[config.mk]
export PLATFORM = sky130hd
export DESIGN_NAME = irc_codec
export DESIGN_NICKNAME = d
export VERILOG_FILES = /design/src/irc_pkg.sv /design/src/irc_codec.sv
export SDC_FILE = /design/constraint.sdc
export NUM_CORES = 1
export LEC_CHECK = 0
export BUFFER_PORTS_ARGS = -buffer_cell sky130_fd_sc_hd__buf_2
export CORE_MARGIN = 2
export CORE_UTILIZATION = 57
export DETAILED_ROUTE_END_ITERATION = 10
export PLACE_DENSITY = 0.86
export SLEW_MARGIN = 30
export SYNTH_ARGS = -nofsm -noshare
export SYNTH_HDL_FRONTEND = slang
export SYNTH_SLANG_ARGS = --single-unit
[constraint.sdc]
create_clock -name hclk -period 9.2 [get_ports hclk]
set_clock_uncertainty 0.15 [all_clocks]
set_input_delay 1.38 -clock hclk [delete_from_list [all_inputs] [get_ports hclk]]
set_output_delay 1.38 -clock hclk [all_outputs]
set_load 0.02 [all_outputs]
[src/irc_pkg.sv]
package irc_pkg;
  // Register indices; byte address is four times the index
  localparam logic [7:0] IDX_CTRL_ONE = 8'h40;
  localparam logic [7:0] IDX_CTRL_TWO = 8'h41;
  localparam logic [7:0] IDX_CTRL_THREE = 8'h42;
  localparam logic [7:0] IDX_STATUS_ONE = 8'h43;
  localparam logic [7:0] IDX_STATUS_TWO = 8'h44;
  localparam logic [7:0] IDX_DATA_BUF = 8'h45;
  localparam logic [7:0] IDX_BAUD_SEL = 8'h46;
  localparam logic [7:0] IDX_IR_CTRL = 8'h47;
  localparam logic [7:0] RST_ZERO = 8'h00;
  localparam logic [7:0] RST_STATUS_ONE = 8'hc0;
  // Implemented-bit masks, other bits read as zero
  localparam logic [7:0] MASK_CTRL_ONE = 8'hdf;
  localparam logic [7:0] MASK_BAUD_SEL = 8'hb7;
  localparam logic [7:0] MASK_IR_CTRL = 8'h07;
  localparam logic [7:0] MASK_STATUS_TWO = 8'h03;
  localparam logic [5:0] RST_C3_LOW = 6'h00;
  localparam int C3_RX_NINTH = 7;
  localparam int C3_TX_NINTH = 6;
  localparam int IR_EN_BIT = 0;
  localparam int IR_SEL_LO = 1;
  localparam int IR_SEL_HI = 2;
  localparam int BAUD_SRC_BIT = 7;
  localparam int SCP_LSB = 4;
  localparam int SCR_LSB = 0;
  typedef enum logic [1:0] {
    PW_3_16 = 2'b00,
    PW_1_16 = 2'b01,
    PW_1_32 = 2'b10,
    PW_RSVD = 2'b11
  } irc_width_type;
  // Pulse lengths in ticks of the selected reference
  localparam logic [1:0] LEN_3_16 = 2'h3;
  localparam logic [1:0] LEN_SHORT = 2'h1;
  localparam logic [3:0] BIT_LAST_PHASE = 4'hf;
  localparam logic [3:0] DEC_HALF = 4'h7;
  localparam logic [3:0] DEC_LAST = 4'hf;
  // Prescaler divisors for codes 0..3
  localparam logic [3:0] PD_0 = 4'h1;
  localparam logic [3:0] PD_1 = 4'h3;
  localparam logic [3:0] PD_2 = 4'h4;
  localparam logic [3:0] PD_3 = 4'hd;
  typedef enum logic [2:0] {
    DS_IDLE = 3'b001,
    DS_COUNT = 3'b010,
    DS_GUARD = 3'b100
  } irc_dec_state_type;
endpackage : irc_pkg

[src/irc_codec.sv]
`timescale 1ns/1ps
// What this block does
// - With infrared on, each zero bit gives a narrow low pulse; ones leave pin high.
// - Pulse lasts 1/32, 1/16 or 3/16 bit, timed by the matching reference.
// - Back-to-back zeros give pulses one bit apart, each at its bit start.
// - Block generates reference ticks at 16 and 32 times the baud rate for the core.
// - Encoder may use either reference; decoder uses only the 16x one.
// - Decoder has a four-bit counter on the 16x reference, counting 0 to 15.
// - Pulse while idle starts counter and drives decoded output low at once.
// - Pulses seen while counter is 0 to 7 are ignored; output stays low.
// - Pulse after counter passes 7 restarts it from zero; output stays low.
// - At count 15 the output returns high and the counter halts.
// - Pulse shortly after count 15 is jitter; output stays high.
// - Infrared off passes pin levels straight through both ways.
// - Baud clock source selectable: bus clock or crystal reference.
// - Status one resets with its two top flags set, rest clear.
// - Control three keeps its top two bits over reset; low six clear.
// - Core sees plain NRZ framing whether infrared is on or off.
module irc_codec #(
  parameter int ADDR_W = 12,
  parameter int GUARD_TICKS = 2
) (
  input wire logic hclk,
  input wire logic hresetn,
  input wire logic hsel,
  input wire logic [ADDR_W-1:0] haddr,
  input wire logic [1:0] htrans,
  input wire logic hwrite,
  input wire logic [2:0] hsize,
  input wire logic [31:0] hwdata,
  input wire logic hready,
  output logic hreadyout,
  output logic hresp,
  output logic [31:0] hrdata,
  input wire logic crystal_ref_clock,
  input wire logic sci_tx_stream,
  output logic decoded_rx_stream,
  output logic serial_tx_pin_o,
  output logic serial_tx_pin_oe,
  input wire logic serial_rx_pin,
  output logic baud_ref_clock_x16,
  output logic baud_ref_clock_x32,
  input wire logic [7:0] status_one_in,
  input wire logic [1:0] status_two_in,
  input wire logic [7:0] rx_data_in,
  input wire logic rx_ninth_load,
  input wire logic rx_ninth_in,
  output logic [7:0] serial_control_one,
  output logic [7:0] serial_control_two,
  output logic [7:0] serial_control_three,
  output logic [7:0] tx_data,
  output logic tx_data_load,
  output logic rx_data_taken
);
  import irc_pkg::*;

  localparam int GW = $clog2(GUARD_TICKS + 1);
  localparam logic [GW-1:0] GUARD_INIT = GW'(GUARD_TICKS);

  if (ADDR_W < 10) begin : g_bad_addr
    $error("ADDR_W too small for register map");
  end
  if (GUARD_TICKS < 1) begin : g_bad_guard
    $error("GUARD_TICKS must be at least 1");
  end

  // Returns {hit, index} for a byte address
  function automatic logic [8:0] reg_sel(input logic [ADDR_W-1:0] a);
    logic [7:0] idx;
    idx = a[9:2];
    reg_sel = {1'b0, idx};
    if (a[1:0] == 2'b00 && a[ADDR_W-1:2] == (ADDR_W-2)'(idx) &&
        idx >= IDX_CTRL_ONE && idx <= IDX_IR_CTRL) begin
      reg_sel = {1'b1, idx};
    end
  endfunction : reg_sel

  function automatic logic [3:0] pd_of(input logic [1:0] code);
    case (code)
      2'b00: pd_of = PD_0;
      2'b01: pd_of = PD_1;
      2'b10: pd_of = PD_2;
      default: pd_of = PD_3;
    endcase
  endfunction : pd_of

  // Register file and bus slave
  logic [7:0] c1_q, c1_d, c2_q, c2_d, s1_q, s1_d, s2_q, s2_d;
  logic [7:0] br_q, br_d, ir_q, ir_d, txd_q, txd_d;
  logic [5:0] c3lo_q, c3lo_d;
  logic [1:0] c3hi_q, c3hi_d;
  logic [31:0] rd_q, rd_d;
  logic [ADDR_W-1:0] a_q, a_d;
  logic wr_q, wr_d, load_q, load_d, take_q, take_d;
  logic [8:0] sel_a, sel_w;
  logic [7:0] rmux;
  logic ir_en;
  irc_width_type wsel;

  assign ir_en = ir_q[IR_EN_BIT];
  assign wsel = irc_width_type'({ir_q[IR_SEL_HI], ir_q[IR_SEL_LO]});

  always_comb begin
    sel_a = reg_sel(haddr);
    sel_w = reg_sel(a_q);
    c1_d = c1_q;
    c2_d = c2_q;
    c3lo_d = c3lo_q;
    c3hi_d = c3hi_q;
    br_d = br_q;
    ir_d = ir_q;
    txd_d = txd_q;
    load_d = 1'b0;
    take_d = 1'b0;
    s1_d = status_one_in;
    s2_d = {6'h00, status_two_in};
    wr_d = 1'b0;
    a_d = a_q;
    case (sel_a[7:0])
      IDX_CTRL_ONE: rmux = c1_q & MASK_CTRL_ONE;
      IDX_CTRL_TWO: rmux = c2_q;
      IDX_CTRL_THREE: rmux = {c3hi_q, c3lo_q};
      IDX_STATUS_ONE: rmux = s1_q;
      IDX_STATUS_TWO: rmux = s2_q & MASK_STATUS_TWO;
      IDX_DATA_BUF: rmux = rx_data_in;
      IDX_BAUD_SEL: rmux = br_q & MASK_BAUD_SEL;
      IDX_IR_CTRL: rmux = ir_q & MASK_IR_CTRL;
      default: rmux = 8'h00;
    endcase
    rd_d = 32'h0000_0000;
    if (hsel && htrans[1] && hready) begin
      a_d = haddr;
      wr_d = hwrite;
      if (!hwrite && sel_a[8]) begin
        rd_d = {24'h00_0000, rmux};
        take_d = (sel_a[7:0] == IDX_DATA_BUF);
      end
    end
    if (wr_q && sel_w[8]) begin
      case (sel_w[7:0])
        IDX_CTRL_ONE: c1_d = hwdata[7:0] & MASK_CTRL_ONE;
        IDX_CTRL_TWO: c2_d = hwdata[7:0];
        IDX_CTRL_THREE: begin
          c3lo_d = hwdata[5:0];
          c3hi_d[0] = hwdata[C3_TX_NINTH];
        end
        IDX_DATA_BUF: begin
          txd_d = hwdata[7:0];
          load_d = 1'b1;
        end
        IDX_BAUD_SEL: br_d = hwdata[7:0] & MASK_BAUD_SEL;
        IDX_IR_CTRL: ir_d = hwdata[7:0] & MASK_IR_CTRL;
        default: c1_d = c1_q;
      endcase
    end
    // Received ninth bit is loaded by the core only
    if (rx_ninth_load) begin
      c3hi_d[1] = rx_ninth_in;
    end
  end

  always_ff @(posedge hclk or negedge hresetn) begin
    if (!hresetn) begin
      c1_q <= RST_ZERO;
      c2_q <= RST_ZERO;
      c3lo_q <= RST_C3_LOW;
      s1_q <= RST_STATUS_ONE;
      s2_q <= RST_ZERO;
      br_q <= RST_ZERO;
      ir_q <= RST_ZERO;
      txd_q <= RST_ZERO;
      rd_q <= 32'h0000_0000;
      a_q <= '0;
      wr_q <= 1'b0;
      load_q <= 1'b0;
      take_q <= 1'b0;
      hreadyout <= 1'b1;
      hresp <= 1'b0;
    end else begin
      c1_q <= c1_d;
      c2_q <= c2_d;
      c3lo_q <= c3lo_d;
      s1_q <= s1_d;
      s2_q <= s2_d;
      br_q <= br_d;
      ir_q <= ir_d;
      txd_q <= txd_d;
      rd_q <= rd_d;
      a_q <= a_d;
      wr_q <= wr_d;
      load_q <= load_d;
      take_q <= take_d;
      hreadyout <= 1'b1;
      hresp <= 1'b0;
    end
  end

  always_ff @(posedge hclk) begin
    c3hi_q <= c3hi_d;
  end

  assign hrdata = rd_q;
  assign serial_control_one = c1_q;
  assign serial_control_two = c2_q;
  assign serial_control_three = {c3hi_q, c3lo_q};
  assign tx_data = txd_q;
  assign tx_data_load = load_q;
  assign rx_data_taken = take_q;

  // Baud generator: wrap every PD*BD enables; 32x every 2, 16x every 4 wraps
  logic xs1_q, xs2_q, xs3_q;
  logic [3:0] pc_q, pc_d;
  logic [6:0] bc_q, bc_d, bd_max;
  logic [1:0] ph_q, ph_d;
  logic t16_q, t16_d, t32_q, t32_d, src_en, pre_tick;

  always_comb begin
    src_en = br_q[BAUD_SRC_BIT] ? (xs2_q & ~xs3_q) : 1'b1;
    bd_max = 7'((8'h01 << br_q[SCR_LSB +: 3]) - 8'h01);
    pc_d = pc_q;
    bc_d = bc_q;
    ph_d = ph_q;
    t16_d = 1'b0;
    t32_d = 1'b0;
    pre_tick = 1'b0;
    if (src_en) begin
      if (pc_q >= pd_of(br_q[SCP_LSB +: 2]) - 4'h1) begin
        pc_d = 4'h0;
        pre_tick = 1'b1;
      end else begin
        pc_d = pc_q + 4'h1;
      end
    end
    if (pre_tick) begin
      if (bc_q >= bd_max) begin
        bc_d = 7'h00;
        // baud is src/(64*PD*BD), so 32x is every second wrap
        t32_d = ph_q[0];
        t16_d = &ph_q;
        ph_d = ph_q + 2'h1;
      end else begin
        bc_d = bc_q + 7'h01;
      end
    end
  end

  always_ff @(posedge hclk or negedge hresetn) begin
    if (!hresetn) begin
      xs1_q <= 1'b0;
      xs2_q <= 1'b0;
      xs3_q <= 1'b0;
      pc_q <= 4'h0;
      bc_q <= 7'h00;
      ph_q <= 2'h0;
      t16_q <= 1'b0;
      t32_q <= 1'b0;
    end else begin
      xs1_q <= crystal_ref_clock;
      xs2_q <= xs1_q;
      xs3_q <= xs2_q;
      pc_q <= pc_d;
      bc_q <= bc_d;
      ph_q <= ph_d;
      t16_q <= t16_d;
      t32_q <= t32_d;
    end
  end

  assign baud_ref_clock_x16 = t16_q;
  assign baud_ref_clock_x32 = t32_q;

  // Transmit encoder
  logic prev_q, prev_d, pulse_q, pulse_d, txo_q, txo_d, txoe_q, txoe_d, bnd_q, bnd_d;
  logic [3:0] phase_q, phase_d;
  logic [1:0] pcnt_q, pcnt_d, plen;
  logic chg, start, wtick;

  always_comb begin
    chg = sci_tx_stream != prev_q;
    prev_d = sci_tx_stream;
    // restart phase at each stream edge
    phase_d = chg ? 4'h0 : (t16_q ? phase_q + 4'h1 : phase_q);
    // Last tick of a bit; the core moves its stream one cycle after it
    bnd_d = !chg && t16_q && phase_q == BIT_LAST_PHASE;
    // new zero, or next bit period still zero
    start = ir_en && !sci_tx_stream && (prev_q || (!chg && bnd_q));
    case (wsel)
      PW_1_16: plen = LEN_SHORT;
      PW_1_32: plen = LEN_SHORT;
      default: plen = LEN_3_16;
    endcase
    wtick = (wsel == PW_1_32) ? t32_q : t16_q;
    pulse_d = pulse_q && ir_en;
    pcnt_d = pcnt_q;
    if (start) begin
      pulse_d = 1'b1;
      pcnt_d = plen;
    end else if (pulse_q && wtick) begin
      pcnt_d = pcnt_q - 2'h1;
      if (pcnt_q == 2'h1) begin
        pulse_d = 1'b0;
      end
    end
    if (ir_en) begin
      txo_d = 1'b0;
      txoe_d = pulse_d;
    end else begin
      txo_d = sci_tx_stream;
      txoe_d = 1'b1;
    end
  end

  always_ff @(posedge hclk or negedge hresetn) begin
    if (!hresetn) begin
      prev_q <= 1'b1;
      bnd_q <= 1'b0;
      phase_q <= 4'h0;
      pulse_q <= 1'b0;
      pcnt_q <= 2'h0;
      txo_q <= 1'b1;
      txoe_q <= 1'b0;
    end else begin
      prev_q <= prev_d;
      bnd_q <= bnd_d;
      phase_q <= phase_d;
      pulse_q <= pulse_d;
      pcnt_q <= pcnt_d;
      txo_q <= txo_d;
      txoe_q <= txoe_d;
    end
  end

  assign serial_tx_pin_o = txo_q;
  assign serial_tx_pin_oe = txoe_q;

  // Receive decoder
  irc_dec_state_type st_q, st_d;
  logic rs1_q, rs2_q, rs3_q, dec_q, dec_d, rxo_q, rxo_d, fall;
  logic [3:0] cnt_q, cnt_d;
  logic [GW-1:0] gd_q, gd_d;

  always_comb begin
    fall = rs3_q & ~rs2_q;
    st_d = st_q;
    cnt_d = cnt_q;
    gd_d = gd_q;
    dec_d = dec_q;
    case (st_q)
      DS_IDLE: begin
        if (fall && ir_en) begin
          st_d = DS_COUNT;
          cnt_d = 4'h0;
          dec_d = 1'b0;
        end
      end
      DS_COUNT: begin
        // restart past 7; ignore up to 7
        if (fall && cnt_q > DEC_HALF) begin
          cnt_d = 4'h0;
        end else if (t16_q) begin
          cnt_d = cnt_q + 4'h1;
          if (cnt_q == DEC_LAST - 4'h1) begin
            dec_d = 1'b1;
            st_d = DS_GUARD;
            gd_d = GUARD_INIT;
          end
        end
      end
      DS_GUARD: begin
        if (t16_q) begin
          gd_d = gd_q - GW'(1);
          if (gd_q == GW'(1)) begin
            st_d = DS_IDLE;
          end
        end
      end
      default: begin
        st_d = DS_IDLE;
        dec_d = 1'b1;
      end
    endcase
    if (!ir_en) begin
      st_d = DS_IDLE;
      dec_d = 1'b1;
    end
    rxo_d = ir_en ? dec_d : rs2_q;
  end

  always_ff @(posedge hclk or negedge hresetn) begin
    if (!hresetn) begin
      rs1_q <= 1'b1;
      rs2_q <= 1'b1;
      rs3_q <= 1'b1;
      st_q <= DS_IDLE;
      cnt_q <= 4'h0;
      gd_q <= '0;
      dec_q <= 1'b1;
      rxo_q <= 1'b1;
    end else begin
      rs1_q <= serial_rx_pin;
      rs2_q <= rs1_q;
      rs3_q <= rs2_q;
      st_q <= st_d;
      cnt_q <= cnt_d;
      gd_q <= gd_d;
      dec_q <= dec_d;
      rxo_q <= rxo_d;
    end
  end

  assign decoded_rx_stream = rxo_q;

endmodule : irc_codec

# --- Word-level counts from Yosys, hierarchy flattened ---
# Index checks and enable logic that the tools add are counted.
op_classes:
  n_addsub: 9
  magnitude_cmp: 7
  n_eq_ne: 38
  n_shift: 1
  muxes: 56
  bitwise: 4
  n_reduce_logical: 44
ops:
  columns: ["operator", "count"]
  rows:
  - ["$eq A8 B7 Y1 const B", 14]
  - ["$pmux W8 S8", 1]
  - ["$mux W4", 7]
  - ["$mux W1", 24]
  - ["$mux W3", 7]
  - ["$ne A3 B3 Y1 const B", 7]
  - ["$logic_and A1 B1 Y1", 19]
  - ["$mux W9", 2]
  - ["$ge A8 B7 Y1 const B", 2]
  - ["$le A8 B7 Y1 const B", 2]
  - ["$mux W8", 2]
  - ["$reduce_and A2 Y1", 8]
  - ["$mux W2", 7]
  - ["$add A4 B1 Y4 const B", 3]
  - ["$pmux W4 S3", 1]
  - ["$logic_not A2 Y1", 5]
  - ["$ne A2 B2 Y1 const B", 5]
  - ["$pmux W3 S3", 1]
  - ["$eq A2 B1 Y1 const B", 4]
  - ["$eq A4 B4 Y1 const B", 2]
  - ["$pmux W4 S2", 1]
  - ["$reduce_bool A2 Y1", 4]
  - ["$add A7 B1 Y7 const B", 1]
  - ["$ge A7 B7 Y1", 1]
  - ["23 further kinds", 29]
totals:
  reg_bits: 140
  inputBits: 77
  out_inout_bits: 73
  word_cells: 197

# --- Depth between registers and ports, before layout ---
logic_depth:
  word_depth: 9
  depth_mapped: 13
  mapped_depth_nobuf: 12

# --- Worst setup path before layout ---
# OpenSTA, ideal clock, no wires.
synth_path:
  kind: "register to register"
  from: "register br_q[0]"
  to: "register ph_q[1]"
  setup_time_ps: 125
  t_arrival_ps: 2716
  t_required_ps: 8925
  path_slack_ps: 6209
  stages_incl_launch_ff: 14
  n_path_buf: 2
  period_less_slack_ps: 2991
  path_cell_list: "dfrtp_1 > clkbuf_1 > or3_1 > ha_1 > clkbuf_1 > nor3_1 > a21oi_1 > o21a_1 > ha_1 > nand4_1 > and3_1 > o21ai_1 > nand2_1 > mux2_2"
synth_via:
  elab_chain_cells: 4
synth_rtl:
  columns: ["element", "line_no", "source"]
  rows:
  - ["start: declaration", "irc_codec.sv:89", "logic [7:0] br_q, br_d, ir_q, ir_d, txd_q, txd_d;"]
  - ["start signal: assignment", "irc_codec.sv:185", "br_q <= br_d;"]
  - ["$shl A1 B3 Y7", "irc_codec.sv:219", "bd_max = 7'((8'h01 << br_q[SCR_LSB +: 3]) - 8'h01);"]
  - ["$sub A7 B1 Y7", "irc_codec.sv:219", null]
  - ["$ge A7 B7 Y1", "irc_codec.sv:235", "if (bc_q >= bd_max) begin"]
  - ["$reduce_and A2 Y1 (no line)", null, null]
  - ["end signal: assignment", "irc_codec.sv:263", "ph_q <= ph_d;"]
  - ["end: declaration", "irc_codec.sv:214", "logic [1:0] ph_q, ph_d;"]
# No other way between the ends.
# A chain may end at the register's enable or synchronous reset.

# --- Worst setup path in the final report ---
layout_path:
  from: "register br_q[2]"
  to: "register bc_q[4]"
layout_via:
  elab_chain_cells: 4
layout_rtl:
  columns: ["element", "line_no", "source"]
  rows:
  - ["$shl A1 B3 Y7", "irc_codec.sv:219", null]
  - ["$sub A7 B1 Y7", "irc_codec.sv:219", null]
  - ["$ge A7 B7 Y1", "irc_codec.sv:235", null]
  - ["$mux W7", "irc_codec.sv:235", null]
  - ["end signal: assignment", "irc_codec.sv:253", "bc_q <= 7'h00;"]
  - ["end signal: assignment", "irc_codec.sv:262", "bc_q <= bc_d;"]
  - ["end: declaration", "irc_codec.sv:213", "logic [6:0] bc_q, bc_d, bd_max;"]
# No other way between the ends.

==> results_tabular.tex <==
\begin{tabular}{lr}
\hline
Metric & Value \\
\hline
\multicolumn{2}{l}{\textbf{Status}} \\
\quad Outcome & completed \\
\multicolumn{2}{l}{\textbf{Clock network}} \\
\quad Number of buffers inserted for hold repair after clock tree synthesis & 0 \\
\quad Number of clock sinks seen by CTS & 116 \\
\quad Worst-Skew Late Latency & 0.52 ns \\
\quad Number of buffers created by CTS & 17 \\
\quad Clock tree from TritonCTS & yes \\
\quad Max Root-Sink Buffers & 2 \\
\quad Cts repair resizes & 0 \\
\quad Post-CTS repair timing setup buffer count & 0 \\
\quad Clock-pin slew on the worst setup and hold paths & 0.06 ns \\
\quad Root buffer cell & sky130\_fd\_sc\_hd\_\_clkbuf\_8 \\
\quad Maximum level of the CTS H-tree & 4 \\
\multicolumn{2}{l}{\textbf{Floorplanning}} \\
\quad Die Ht & 103 um \\
\quad Die Wd & 103 um \\
\quad Cell Rows & 36 \\
\quad Placeable core region & 0.00964 mm\^{}2 \\
\quad Starting utilization of the core area & 57.9\% \\
\quad Die Area & 0.0106 mm\^{}2 \\
\quad I/O pin cnt & 150 \\
\multicolumn{2}{l}{\textbf{Finish}} \\
\quad Filler Cells Inserted & 704 \\
\quad Count of antenna diodes in the layout & 0 \\
\quad Post-route non-filler standard cell count & 719 \\
\quad Layout Nets & 673 \\
\quad Share of final-layout standard cells stronger than drive strength 1 & 34.5\% \\
\quad Area added between synthesis and finish & 18.5\% \\
\multicolumn{2}{l}{\textbf{Yosys}} \\
\quad Number of synthesized flops with an enable pin & 2 \\
\quad Share of synthesized area spent on multiplexers & 13.9\% \\
\quad Post-synth cell types & 56 \\
\quad Share of the synthesized area in compound gates (AO/OA/AOI/OAI) & 7.85\% \\
\quad Predominant post-synthesis flop cell & sky130\_fd\_sc\_hd\_\_dfrtp\_1 \\
\quad Dominant combinational cell family by area after synthesis & multiplexers \\
\quad Sequential area share after synthesis & 52.4\% \\
\quad Avg Cell Area, Syn & 11.6 um\^{}2 \\
\quad Cell count after synthesis & 480 \\
\quad Share of synthesized cell area in and, or, nand and nor gates & 12.9\% \\
\quad Number of register bits inferred by synthesis & 116 \\
\quad Count of yosys warnings during synthesis & 0 \\
\quad Fraction of synthesized cell area in xor and xnor cells & 1.73\% \\
\quad FFs w/ async S/R, synth & 98.3\% \\
\quad Synthesized cell area & 0.00558 mm\^{}2 \\
\quad Arithmetic-cell share of the synthesized area counting full adders, half adders and majority gates & 5.16\% \\
\multicolumn{2}{l}{\textbf{Pwr}} \\
\quad P\_leak & 0.00321 uW \\
\quad Power density of the placed cells & 198 mW/mm\^{}2 \\
\quad Peak supply drop & 0.144 mV \\
\multicolumn{2}{l}{\textbf{STA}} \\
\quad Final hold violations & 0 \\
\quad Final setup violation count & 0 \\
\quad Fin. max-slew vios & 0 \\
\quad RSZ-0062 raised after global routing & false \\
\quad Setup TNS & 0 ns \\
\quad Share of the clock period used by the worst path after layout & 35.0\% \\
\quad Maximum clock frequency & 0.310 GHz \\
\quad Slew HR & 45.3\% \\
\quad Post-route minimum period & 3.22 ns \\
\quad Tightest Pin Transition & 0.820 ns \\
\quad Worst Setup Slack, final & 5.98 ns \\
\multicolumn{2}{l}{\textbf{Setup path}} \\
\quad Worst path arrival time & 3.48 ns \\
\quad Nature of the critical path endpoint & flop \\
\quad CP max-delay cell & sky130\_fd\_sc\_hd\_\_dfrtp\_1 \\
\quad Most repeated library cell on the critical path & sky130\_fd\_sc\_hd\_\_ha\_1 \\
\quad CP startpoint kind & flop \\
\quad Endpoint required time on the critical path & 9.46 ns \\
\quad CP peak stage delay & 0.43 ns \\
\quad Peak fanout along the critical path & 9 \\
\quad CP Cell Sequence & or3\_1, ha\_1, nor3\_1, a21oi\_1, o21a\_1, ha\_1, nand4\_1, and3\_1, o21ai\_1, nor2\_2, a221o\_1 \\
\quad Startpoint-to-endpoint class of the critical path & flop to flop \\
\multicolumn{2}{l}{\textbf{Flow run}} \\
\quad Max-cap check violation count & 0 \\
\multicolumn{2}{l}{\textbf{Global route}} \\
\quad GRT Residual Overflow & 0 \\
\quad Initial antenna violation count & 0 \\
\quad Maximum number of pins on one net before global-route repair & 69 \\
\quad Overall Global Routing Usage & 25.2\% \\
\quad Wire length of the first global-routing pass & 19,800 um \\
\quad Number of global-route vias before repair & 4,124 \\
\multicolumn{2}{l}{\textbf{Detailed routing}} \\
\quad Detailed-router iteration count before antenna repair & 5 \\
\quad Post-route antenna net violation count & 0 \\
\quad Average routed wire per standard cell & 17.1 um \\
\quad Iteration-0 DRC count of the detailed router & 233 \\
\quad Vias & 4,025 \\
\quad DR vias/cell & 5.60 \\
\quad DRC violations left & 0 \\
\quad Detailed Route WL & 12,300 um \\
\multicolumn{2}{l}{\textbf{Place}} \\
\quad Estimated wirelength of the detail-placed design & 8090 um \\
\quad Count of buffers from port buffering & 94 \\
\quad Cell count after placement & 687 \\
\quad Placement Setup Slack & 6.00 ns \\
\quad Final estimated routing congestion in global placement & 0.884 \\
\multicolumn{2}{l}{\textbf{Worst hold path}} \\
\quad Type of the tightest min-delay check & flop to flop \\
\hline
\end{tabular}
## flip-flops by register name, summed over array words and instances (netlist names), 2 cells and up
| name | flops |
|---|---|
| pc_q | 4 |
| s2_q | 2 |
| serial_control_two | 8 |
| tx_data | 8 |
| hrdata | 8 |
| cnt_q | 4 |
| phase_q | 4 |
| c3lo_q | 6 |
| a_q | 12 |
| st_q | 3 |
| ir_q | 3 |
| bc_q | 7 |
| gd_q | 2 |
| c3hi_q | 2 |
| pcnt_q | 2 |
| s1_q | 8 |
| serial_control_one | 7 |
| br_q | 6 |
| ph_q | 2 |
## metal layers
layer | track usage, % | vias up | routed length, um
li1 | - | 1833 | -
met1 | 31.0 | 2015 | 4970
met2 | 40.7 | 152 | 6290
met3 | 8.00 | 25 | 742
met4 | 11.5 | 0 | 291
met5 | 0 | - | 0
## cells in the mapped netlist, types with 6 or more instances
master,number,area share [%]
sky130_fd_sc_hd__nand3_1,15,1.3
sky130_fd_sc_hd__nand4_1,6,0.67
sky130_fd_sc_hd__inv_1,12,0.81
sky130_fd_sc_hd__nor2_1,30,2.0
sky130_fd_sc_hd__a21oi_1,17,1.5
sky130_fd_sc_hd__xor2_1,7,1.1
sky130_fd_sc_hd__mux2i_1,9,1.6
sky130_fd_sc_hd__dfrtp_1,104,47
sky130_fd_sc_hd__clkbuf_1,12,0.81
sky130_fd_sc_hd__o21ai_0,22,2.0
sky130_fd_sc_hd__mux2_2,55,11
sky130_fd_sc_hd__and3_1,6,0.67
sky130_fd_sc_hd__nor2b_1,10,1.1
sky130_fd_sc_hd__dfstp_2,10,4.7
sky130_fd_sc_hd__buf_4,28,3.8
sky130_fd_sc_hd__nand2_1,31,2.1
sky130_fd_sc_hd__ha_1,23,5.2
## path summary, 6_finish.rpt
path	depth (start not counted)	endpoint	slack (ns)	from
worst max-delay path	11	bc_q[4]	5.98	br_q[2]
worst min-delay path	0	xs2_q	0.20	xs1_q
worst max register to register	11	bc_q[4]	5.98	br_q[2]
worst min register to register	0	xs2_q	0.20	xs1_q
max in group asynchronous	2	cnt_q[2]	6.93	hresetn
min in group asynchronous	1	gd_q[1]	0.72	hresetn
## area by class of cell
class / count / area (um^2) / share of cell area, %
well taps: 133 / 166 / 2.52
flip-flops and latches: 116 / 2930 / 44.3
inverters: 12 / 45.0 / 0.681
clock inverters: 14 / 155 / 2.35
multi-input cells: 331 / 2420 / 36.6
repair buffers: 95 / 480 / 7.27
clock buffers: 18 / 418 / 6.32
## per-stage QoR
step | utilization, % | power [uW] | cell area [um^2] | hold slack (ns)
after floorplan | - | 648 | 5670 | 0.181
after global placement | 62.6 | 676 | 6040 | 0.184
after detailed placement | 62.6 | 683 | 6040 | 0.189
after CTS | 68.6 | 1320 | 6610 | 0.202
after global routing | 68.6 | 1370 | 6610 | 0.205
final | 68.6 | 1310 | 6610 | 0.199
## power breakdown
| part | switching (uW) | total (uW) | internal, uW |
|---|---|---|---|
| sequential | 27.3 | 568 | 541 |
| combinational | 62.4 | 108 | 45.6 |
| clock | 247 | 634 | 388 |
| total | 336 | 1310 | 974 |
## cell usage in the layout (no fill, tap or decap), types with 4 or more instances in the layout
cell type and count:
sky130_fd_sc_hd__ha_1 23, sky130_fd_sc_hd__nand2_1 31, sky130_fd_sc_hd__o21ai_0 22, sky130_fd_sc_hd__xnor2_1 4
sky130_fd_sc_hd__inv_1 12, sky130_fd_sc_hd__dfstp_2 10, sky130_fd_sc_hd__nand3_1 15, sky130_fd_sc_hd__mux2_2 55
sky130_fd_sc_hd__nor3b_1 5, sky130_fd_sc_hd__nor2_1 30, sky130_fd_sc_hd__clkbuf_16 16, sky130_fd_sc_hd__a221o_1 4
sky130_fd_sc_hd__clkinv_4 6, sky130_fd_sc_hd__buf_2 93, sky130_fd_sc_hd__nor3_1 4, sky130_fd_sc_hd__a21oi_1 17
sky130_fd_sc_hd__and3_1 6, sky130_fd_sc_hd__xor2_1 7, sky130_fd_sc_hd__nor2b_1 10, sky130_fd_sc_hd__mux2i_1 9
sky130_fd_sc_hd__conb_1 27, sky130_fd_sc_hd__dfrtp_1 104, sky130_fd_sc_hd__nand4_1 6
## worst max-delay path: cells and delay by family, from the launching register on
family | cells | cell delay (ns)
simple gates | 5 | 1.02
compound gates | 4 | 0.94
flops | 1 | 0.43
fa+ha+maj | 2 | 0.56
## cell families (layout without fill, tap and decap cells)
family          count (synthesis)  after routing
compound gates                 69             69
simple gates                  134            134
other cells                     2             27
xor+xnor                       11             11
fa+ha+maj                      23             23
flops                         116            116
mux                            67             67
buf+inv                        58            139
(Power assumes the default switching activity.)
